===== src/shared/ccd_pkg.sv =====
// constants and types shared by the clock channel divider
package ccd_pkg;

   // ----------------------------------------------------------------
   // register map
   // ----------------------------------------------------------------
   localparam int          ADDR_W         = 9;
   localparam int          DATA_W         = 8;
   localparam logic [8:0]  ADDR_PERIOD    = 9'h190;
   localparam logic [8:0]  ADDR_CONTROL   = 9'h191;
   localparam logic [8:0]  ADDR_STATUS    = 9'h1f0;

   localparam logic [7:0]  PERIOD_RESET   = 8'h00;
   localparam logic [7:0]  CONTROL_RESET  = 8'h80;
   localparam logic [7:0]  READ_NONE      = 8'h00;

   // ----------------------------------------------------------------
   // field layouts
   // ----------------------------------------------------------------
   localparam int          CNT_W          = 4;
   localparam int          RUN_W          = 5;

   typedef struct packed {
      logic [3:0] low_cycles;
      logic [3:0] high_cycles;
   } ccd_period_type;

   typedef struct packed {
      logic       bypass;
      logic       nosync;
      logic       force_high;
      logic       start_high;
      logic [3:0] phase;
   } ccd_control_type;

   // status word: bit 0 level, 1 running, 2 sync held, 3 bypass, 4 forced, 5 sync seen
   typedef struct packed {
      logic [1:0] spare;
      logic       sync_seen;
      logic       forced;
      logic       bypassed;
      logic       sync_held;
      logic       running;
      logic       level;
   } ccd_status_type;

   localparam int          STAT_SEEN_BIT  = 5;

   typedef enum logic [2:0] {
      ST_BYPASS,
      ST_FORCE,
      ST_HOLD,
      ST_RUN
   } ccd_state_type;

endpackage


===== src/logic/ccd_counter.sv =====
// down counter that times each output level
`timescale 1ns/1ps
module ccd_counter #(
   parameter int W = 5
) (
   input  wire logic         i_core_clk,
   input  wire logic         i_resetn,
   input  wire logic         i_load,
   input  wire logic [W-1:0] i_load_val,
   input  wire logic         i_hold,
   output logic              o_zero
);

   logic [W-1:0] cnt_reg;
   logic [W-1:0] cnt_next;

   // ----------------------------------------------------------------
   // next count
   // ----------------------------------------------------------------
   always_comb begin
      cnt_next = cnt_reg;
      if (i_hold) begin
         cnt_next = '0;
      end else if (i_load) begin
         cnt_next = i_load_val;
      end else if (cnt_reg != '0) begin
         cnt_next = cnt_reg - W'(1);
      end
   end

   always_ff @(posedge i_core_clk) begin
      if (!i_resetn) begin
         cnt_reg <= '0;
      end else begin
         cnt_reg <= cnt_next;
      end
   end

   assign o_zero = (cnt_reg == '0);

endmodule // ccd_counter


===== src/logic/ccd_regs.sv =====
// configuration and status registers of the divider
`timescale 1ns/1ps
module ccd_regs (
   input  wire logic                     i_core_clk,
   input  wire logic                     i_resetn,
   input  wire logic [ccd_pkg::ADDR_W-1:0] i_addr,
   input  wire logic [ccd_pkg::DATA_W-1:0] i_wdata,
   input  wire logic                     i_wr,
   input  wire logic                     i_rd,
   input  wire logic                     i_sync_event,
   input  wire ccd_pkg::ccd_status_type  i_status,
   output ccd_pkg::ccd_period_type       o_period,
   output ccd_pkg::ccd_control_type      o_control,
   output logic [ccd_pkg::DATA_W-1:0]    o_rdata
);

   ccd_pkg::ccd_period_type  period_reg,  period_next;
   ccd_pkg::ccd_control_type control_reg, control_next;
   logic                     seen_reg,    seen_next;
   logic [ccd_pkg::DATA_W-1:0] rdata_reg, rdata_next;
   ccd_pkg::ccd_status_type  stat;

   // ----------------------------------------------------------------
   // write, sticky flag and read decode
   // ----------------------------------------------------------------
   always_comb begin
      period_next  = period_reg;
      control_next = control_reg;
      seen_next    = seen_reg;
      rdata_next   = ccd_pkg::READ_NONE;
      stat         = i_status;
      stat.sync_seen = seen_reg;
      if (i_wr) begin
         if (i_addr == ccd_pkg::ADDR_PERIOD) begin
            period_next = ccd_pkg::ccd_period_type'(i_wdata);
         end else if (i_addr == ccd_pkg::ADDR_CONTROL) begin
            control_next = ccd_pkg::ccd_control_type'(i_wdata);
         end else if (i_addr == ccd_pkg::ADDR_STATUS) begin
            if (i_wdata[ccd_pkg::STAT_SEEN_BIT]) begin
               seen_next = 1'b0;
            end
         end
      end
      // set beats clear
      if (i_sync_event) begin
         seen_next = 1'b1;
      end
      if (i_rd) begin
         if (i_addr == ccd_pkg::ADDR_PERIOD) begin
            rdata_next = period_reg;
         end else if (i_addr == ccd_pkg::ADDR_CONTROL) begin
            rdata_next = control_reg;
         end else if (i_addr == ccd_pkg::ADDR_STATUS) begin
            rdata_next = stat;
         end
      end
   end

   always_ff @(posedge i_core_clk) begin
      if (!i_resetn) begin
         period_reg  <= ccd_pkg::PERIOD_RESET;
         control_reg <= ccd_pkg::CONTROL_RESET;
         seen_reg    <= 1'b0;
         rdata_reg   <= ccd_pkg::READ_NONE;
      end else begin
         period_reg  <= period_next;
         control_reg <= control_next;
         seen_reg    <= seen_next;
         rdata_reg   <= rdata_next;
      end
   end

   assign o_period  = period_reg;
   assign o_control = control_reg;
   assign o_rdata   = rdata_reg;

endmodule // ccd_regs


===== src/logic/ccd_top.sv =====
// clock channel divider: programmable high/low divider with sync, bypass and force
//
// Operation
// - low field [7:4] of period register gives low cycles minus one.
// - high field [3:0] of period register gives high cycles minus one.
// - bypass bit 7 powers divider down, input clock passes; set after reset.
// - bit 6 clear obeys chip sync; bit 6 set ignores it entirely.
// - bit 5 forces output high, only when bit 6 also set.
// - bit 4 picks start level after starting: clear low, set high.
// - phase offset field [3:0] of control register sets start phase, resets zero.
//
// Implementation choice: the strobed register port.
`timescale 1ns/1ps
module ccd_top (
   input  wire logic                       i_core_clk,
   input  wire logic                       i_resetn,
   input  wire logic [ccd_pkg::ADDR_W-1:0] i_addr,
   input  wire logic [ccd_pkg::DATA_W-1:0] i_wdata,
   input  wire logic                       i_wr,
   input  wire logic                       i_rd,
   input  wire logic                       i_sync_n,
   output logic [ccd_pkg::DATA_W-1:0]      o_rdata,
   output logic                            o_div_out,
   output logic                            o_div_bypass,
   output logic                            o_div_running
);

   // ----------------------------------------------------------------
   // sync pin synchroniser
   // ----------------------------------------------------------------
   logic sync_meta_reg, sync_meta_next;
   logic sync_safe_reg, sync_safe_next;
   logic sync_last_reg, sync_last_next;

   always_comb begin
      sync_meta_next = ~i_sync_n;
      sync_safe_next = sync_meta_reg;
      sync_last_next = sync_safe_reg;
   end

   always_ff @(posedge i_core_clk) begin
      if (!i_resetn) begin
         sync_meta_reg <= 1'b0;
         sync_safe_reg <= 1'b0;
         sync_last_reg <= 1'b0;
      end else begin
         sync_meta_reg <= sync_meta_next;
         sync_safe_reg <= sync_safe_next;
         sync_last_reg <= sync_last_next;
      end
   end

   // ----------------------------------------------------------------
   // registers
   // ----------------------------------------------------------------
   ccd_pkg::ccd_period_type  period;
   ccd_pkg::ccd_control_type control;
   ccd_pkg::ccd_status_type  status;
   logic                     sync_obeyed;
   logic                     sync_event;

   assign sync_obeyed = sync_safe_reg & ~control.nosync;
   assign sync_event  = sync_obeyed & ~sync_last_reg;

   ccd_regs u_regs (
      .i_core_clk   (i_core_clk),
      .i_resetn     (i_resetn),
      .i_addr       (i_addr),
      .i_wdata      (i_wdata),
      .i_wr         (i_wr),
      .i_rd         (i_rd),
      .i_sync_event (sync_event),
      .i_status     (status),
      .o_period     (period),
      .o_control    (control),
      .o_rdata      (o_rdata)
   );

   // ----------------------------------------------------------------
   // level timer
   // ----------------------------------------------------------------
   function automatic logic [ccd_pkg::RUN_W-1:0] level_len(
      input ccd_pkg::ccd_period_type p,
      input logic                    high
   );
      level_len = high ? {1'b0, p.high_cycles} : {1'b0, p.low_cycles};
   endfunction

   ccd_pkg::ccd_state_type       state_reg, state_next;
   logic                         level_reg, level_next;
   logic                         cnt_load;
   logic [ccd_pkg::RUN_W-1:0]    cnt_val;
   logic                         cnt_hold;
   logic                         cnt_zero;
   logic                         bypass_reg,  bypass_next;
   logic                         running_reg, running_next;

   ccd_counter #(
      .W (ccd_pkg::RUN_W)
   ) u_counter (
      .i_core_clk (i_core_clk),
      .i_resetn   (i_resetn),
      .i_load     (cnt_load),
      .i_load_val (cnt_val),
      .i_hold     (cnt_hold),
      .o_zero     (cnt_zero)
   );

   // ----------------------------------------------------------------
   // divider state machine
   // ----------------------------------------------------------------
   always_comb begin
      state_next = state_reg;
      level_next = level_reg;
      cnt_load   = 1'b0;
      cnt_val    = '0;
      cnt_hold   = 1'b0;
      if (control.bypass) begin
         // divider powered down, input clock routed by o_div_bypass
         state_next = ccd_pkg::ST_BYPASS;
         level_next = 1'b0;
         cnt_hold   = 1'b1;
      end else if (control.nosync && control.force_high) begin
         state_next = ccd_pkg::ST_FORCE;
         level_next = 1'b1;
         cnt_hold   = 1'b1;
      end else if (sync_obeyed) begin
         // held in sync: park at the start level
         state_next = ccd_pkg::ST_HOLD;
         level_next = control.start_high;
         cnt_hold   = 1'b1;
      end else begin
         case (state_reg)
            ccd_pkg::ST_RUN: begin
               if (cnt_zero) begin
                  level_next = ~level_reg;
                  cnt_load   = 1'b1;
                  cnt_val    = level_len(period, ~level_reg);
               end
            end
            default: begin
               // restart: start level, first edge after phase plus one level time
               state_next = ccd_pkg::ST_RUN;
               level_next = control.start_high;
               cnt_load   = 1'b1;
               cnt_val    = ccd_pkg::RUN_W'({1'b0, control.phase})
                          + level_len(period, control.start_high);
            end
         endcase
      end
      // pin flags follow the state flop, registered from its next value
      bypass_next  = (state_next == ccd_pkg::ST_BYPASS);
      running_next = (state_next == ccd_pkg::ST_RUN);
   end

   always_ff @(posedge i_core_clk) begin
      if (!i_resetn) begin
         state_reg   <= ccd_pkg::ST_BYPASS;
         level_reg   <= 1'b0;
         bypass_reg  <= 1'b1;
         running_reg <= 1'b0;
      end else begin
         state_reg   <= state_next;
         level_reg   <= level_next;
         bypass_reg  <= bypass_next;
         running_reg <= running_next;
      end
   end

   // ----------------------------------------------------------------
   // outputs and status
   // ----------------------------------------------------------------
   assign o_div_out     = level_reg;
   assign o_div_bypass  = bypass_reg;
   assign o_div_running = running_reg;

   always_comb begin
      status           = '0;
      status.level     = level_reg;
      status.running   = (state_reg == ccd_pkg::ST_RUN);
      status.sync_held = (state_reg == ccd_pkg::ST_HOLD);
      status.bypassed  = (state_reg == ccd_pkg::ST_BYPASS);
      status.forced    = (state_reg == ccd_pkg::ST_FORCE);
   end

endmodule // ccd_top


===== config.mk =====
export PLATFORM = sky130hd
export DESIGN_NAME = ccd_top
export DESIGN_NICKNAME = d
export VERILOG_FILES = /design/src/shared/ccd_pkg.sv /design/src/logic/ccd_counter.sv /design/src/logic/ccd_regs.sv /design/src/logic/ccd_top.sv
export SDC_FILE = /design/constraint.sdc
export NUM_CORES = 1
export LEC_CHECK = 0
export BUFFER_PORTS_ARGS = -buffer_cell sky130_fd_sc_hd__buf_2
export CORE_ASPECT_RATIO = 1.4
export CORE_MARGIN = 5
export CORE_UTILIZATION = 49
export DETAILED_ROUTE_END_ITERATION = 8
export PLACE_DENSITY = 0.81
export SETUP_SLACK_MARGIN = 0.02
export SLEW_MARGIN = 10
export SYNTH_ARGS = -nofsm -noshare
export SYNTH_HDL_FRONTEND = slang
export SYNTH_SLANG_ARGS = --single-unit

===== constraint.sdc =====
create_clock -name i_core_clk -period 2.1 [get_ports i_core_clk]
set_input_delay 0.315 -clock i_core_clk [delete_from_list [all_inputs] [get_ports i_core_clk]]
set_output_delay 0.315 -clock i_core_clk [all_outputs]
set_load 0.005 [all_outputs]

==> impl_summary.log <==
[metrics] instance area after placement: approximately 2100 um2
[metrics] library cell occupying the most area in the post-synthesis netlist: sky130_fd_sc_hd__dfxtp_1
[metrics] total negative slack for setup checks: 0 ns
[metrics] Crit. End Element: flop
[metrics] cts-stage hold buffer count: 0
[metrics] detail-routed net length per standard cell: 14.7 um
[metrics] instance count on the critical path: 7
[metrics] Total Routed Length: between 4000 and 5000 um
[metrics] post-synthesis async set-or-reset flop share: 0%
[metrics] post-detail-place hpwl: 3190 um
[metrics] Register-to-Register Setup Slack: 0.24 ns
[metrics] area inside the core boundary: about 3700 um2
[metrics] maximum number of pins on one net before global-route repair: 29
[metrics] Logic pwr share: 5.2%
[metrics] vias in the first global route: 1,555
[metrics] count of clock tree sinks: 39
[metrics] syn_nets: 237
[metrics] DIE WIDTH: 62.1 um
[metrics] design internal power: around 1 mW
[metrics] Synth-to-Final Area Change: 16.6%
[metrics] slowest library cell on the worst path: sky130_fd_sc_hd__dfxtp_2
[metrics] count of warnings emitted by yosys: 0
[metrics] post-detailed-route count of antenna-violating nets: 0
[metrics] Clk pin slew, worst setup/hold paths: 0.08 ns
[metrics] Remaining Overflow, GRT: 0
[metrics] transition time of the tightest slew-check pin: 0.523 ns
[metrics] sort of element at the start of the critical path: flop
[metrics] total clock buffers created by CTS: 5
[metrics] reg-to-reg endpoint: u_counter.cnt_reg[1]$_SDFFE_PP0P_
[metrics] Clock Latency Late Sink: between 0.2 and 0.3 ns
[metrics] DRC: 0
[metrics] instance count of the mapped netlist: between 200 and 250
[metrics] starting density of the core: 50.7%
[metrics] endpoint required time on the critical path: 2.30 ns
[metrics] Pre-Repair DR Iteration Count: 6
[metrics] hold violation count in the final report: 0
[metrics] die area: 5150 um2
[metrics] final setup violation count: 0
[metrics] post-route fraction of the period consumed by the critical path: 88.6%
[metrics] max-slew violation count: 0
[metrics] capturing instance or port of the critical path: u_counter.cnt_reg[1]$_SDFFE_PP0P_
[metrics] Final Critical Period: 1.86 ns
[metrics] result of the run: finished, final reports clean
[metrics] number of enable-type register cells in the synthesized netlist: 0
[metrics] depth of the CTS H-tree: 2
[metrics] 1st-iter DRT viols: 55
[metrics] Worst path top cell family by delay: adder cells
[metrics] number of primary I/O pins: 33
[metrics] maximum fanout along the worst path: 7
[metrics] Via Count: 1,637
[metrics] register area share after synthesis: 41.9%
[metrics] upper clock frequency limit: 538 MHz
[metrics] unrepaired setup endpoints after global routing: false
[metrics] Sw Pwr: 301 uW
[metrics] Final Wtd Congestion: just over 0.9
[metrics] layout cell share with drive strength beyond 1: 25.0%
[metrics] DR vias/cell: 5.72
[metrics] power density over cell area: 600 nW/um2
[metrics] top flip-flop cell by instance count after synthesis: sky130_fd_sc_hd__dfxtp_1
[metrics] dominant cells by area after synthesis: sky130_fd_sc_hd__dfxtp_1 (42%), sky130_fd_sc_hd__o21ai_0 (4.8%), sky130_fd_sc_hd__mux2i_1 (4.3%)
[metrics] path type of the worst setup path: reg2reg
[metrics] worst slew slack as a fraction of its limit: 64.3%
[metrics] cell breakdown of the critical path: mux2_2 -> ha_1 -> inv_1 -> fa_1 -> nand2_1 -> nand2_1 -> a221oi_1
[metrics] Post-Synthesis Mean Instance Area: between 8 and 9 um2
[metrics] Worst Clk Skew: ~0.0055 ns
[metrics] Buffers on Ports: 32
[metrics] proportion of power drawn by flip-flops and latches: roughly 57%
[metrics] Post-Layout Inst Area: 2170 um2
[metrics] Clock Power Share: 37.6%
[metrics] fraction of synthesized cell area taken by the top area cell type: between 40% and 50%
[metrics] R2R depth: 7
[metrics] register bit total from synthesis: 39
[metrics] clock root buffer: sky130_fd_sc_hd__clkbuf_8
[metrics] diodes inserted: 0
[metrics] maximum cell stage delay along the critical path: around 0.4 ns
[metrics] Critical Path Source: u_regs.o_control[4]$_SDFFE_PN0P_
[metrics] arrival time reported for the critical path endpoint: 2.06 ns
[metrics] Tot GR Track Use: 17.1%
[metrics] P_leak: between 0.8 and 0.9 nW
[metrics] number of distinct library cell variants in the gate-level netlist after synthesis: 48
[metrics] overall die height: 83.0 um
[metrics] FP Rows: 26
[metrics] Net count, final: 272
[metrics] clock tree from TritonCTS: yes
[metrics] worst min-delay path class: in2reg
[metrics] combined buffer and inverter count along the critical path: 1
[metrics] launch point of the worst reg-to-reg path: u_regs.o_control[4]$_SDFFE_PN0P_
[metrics] reported max-cap violation count: 0
[metrics] initial antenna violation count: 0
[metrics] cell seen most often among critical-path stages: sky130_fd_sc_hd__nand2_1
[metrics] netlist area before placement: ~1900 um2
[metrics] maximum resistive drop on vdd: 0.779 mV
[metrics] maximum number of buffers from clock root to sink: 2
[metrics] Sw Ratio: 23.1%
[metrics] wire length of the first global-routing pass: 7250 um
-- logic make-up after synthesis --
family | count (synthesis) | synth area share, %
buffers and inverters | 17 | 3.49
adder cells (fa/ha/maj) | 7 | 5.10
other | 1 | 0.201
AO/OA/AOI/OAI | 51 | 18.3
flip-flops | 39 | 41.9
XOR/XNOR | 4 | 1.88
multiplexers | 12 | 6.72
AND/OR/NAND/NOR | 77 | 22.4
-- stage by stage --
stage / cells / hold slack [ns] / utilization [%] / setup slack (ns) / total power, mW
final: 286 / 0.163 / 59.1 / 0.240 / 1.30
after global routing: 286 / 0.152 / 59.1 / 0.118 / 1.36
after CTS: 286 / 0.156 / 59.1 / 0.159 / 1.31
after detailed placement: 278 / 0.423 / 56.6 / 0.181 / 0.830
after global placement: 278 / 0.414 / 56.6 / 0.224 / 0.830
after floorplan: 208 / 0.387 / - / 0.188 / 0.799
-- cells in the mapped netlist, drive strengths merged, types with 2 or more instances --
library cell  instances
a211oi                2
a31o                  6
nand2                16
o21ai                18
buf                   2
mux2i                 8
ha                    6
clkbuf                8
a221oi                3
a2111oi               3
xnor2                 2
inv                   7
o21bai                2
nor2b                 4
nand3                16
o211ai                2
nand2b                3
o31ai                 2
mux2                  4
xor2                  2
nor2                 13
nor4b                 2
a21oi                 6
nor3                  8
nand4                 3
and2                  4
dfxtp                39
-- layer usage --
layer	track usage, %	share of wire, %	up-vias
met5	0	0	-
met3	4.59	6.9	15
met2	29.2	49	57
li1	-	-	825
met4	7.30	3.4	0
met1	19.8	40	740
-- worst min path at each step --
stage / start / end / slack [ns] / cells after the start
final: i_sync_n / sync_meta_reg$_SDFF_PN0_ / 0.16 / 2
after global routing: i_sync_n / sync_meta_reg$_SDFF_PN0_ / 0.15 / 2
after CTS: i_sync_n / sync_meta_reg$_SDFF_PN0_ / 0.16 / 2
after detailed placement: sync_meta_reg$_SDFF_PN0_ / sync_last_next$_SDFF_PN0_ / 0.42 / 1
after global placement: sync_meta_reg$_SDFF_PN0_ / sync_last_next$_SDFF_PN0_ / 0.41 / 1
after floorplan: i_sync_n / sync_meta_reg$_SDFF_PN0_ / 0.39 / 1
-- power by group through the flow --
stage / Clock, mW / Combinational (mW) / Sequential (mW)
after global placement: 0 / 0.0662 / 0.764
after CTS: 0.501 / 0.0667 / 0.746
after detailed placement: 0 / 0.0665 / 0.764
after global routing: 0.535 / 0.0759 / 0.747
after floorplan: 0 / 0.0363 / 0.763
final: 0.490 / 0.0676 / 0.747
-- repair_timing --
item | 4_1_cts | 5_1_grt
setup buffers | 0 | 0
setup endpoints to repair | 0 | 1
gates resized for setup | 0 | 1
-- cell type report --
class	count	area [um2]
Tap cell	42	52.6
Clock inverter	3	20.0
Multi-Input combinational cell	152	1020
Clock buffer	5	68.8
Timing Repair Buffer	38	205
Fill cell	337	1500
Inverter	7	26.3
Sequential cell	39	782
-- placed cells by master, fill, tap and decap left out, types with 4 or more instances in the layout --
cell / count
sky130_fd_sc_hd__nand3_1: 16
sky130_fd_sc_hd__a21oi_1: 6
sky130_fd_sc_hd__dfxtp_1: 38
sky130_fd_sc_hd__ha_1: 6
sky130_fd_sc_hd__nor2_1: 13
sky130_fd_sc_hd__buf_4: 6
sky130_fd_sc_hd__nor3_1: 8
sky130_fd_sc_hd__a31o_2: 6
sky130_fd_sc_hd__mux2i_1: 8
sky130_fd_sc_hd__mux2_2: 4
sky130_fd_sc_hd__buf_2: 32
sky130_fd_sc_hd__nor2b_1: 4
sky130_fd_sc_hd__nand2_1: 15
sky130_fd_sc_hd__inv_1: 7
sky130_fd_sc_hd__o21ai_0: 18
sky130_fd_sc_hd__clkbuf_8: 5
No activity file was read; power rests on OpenSTA's default activity.
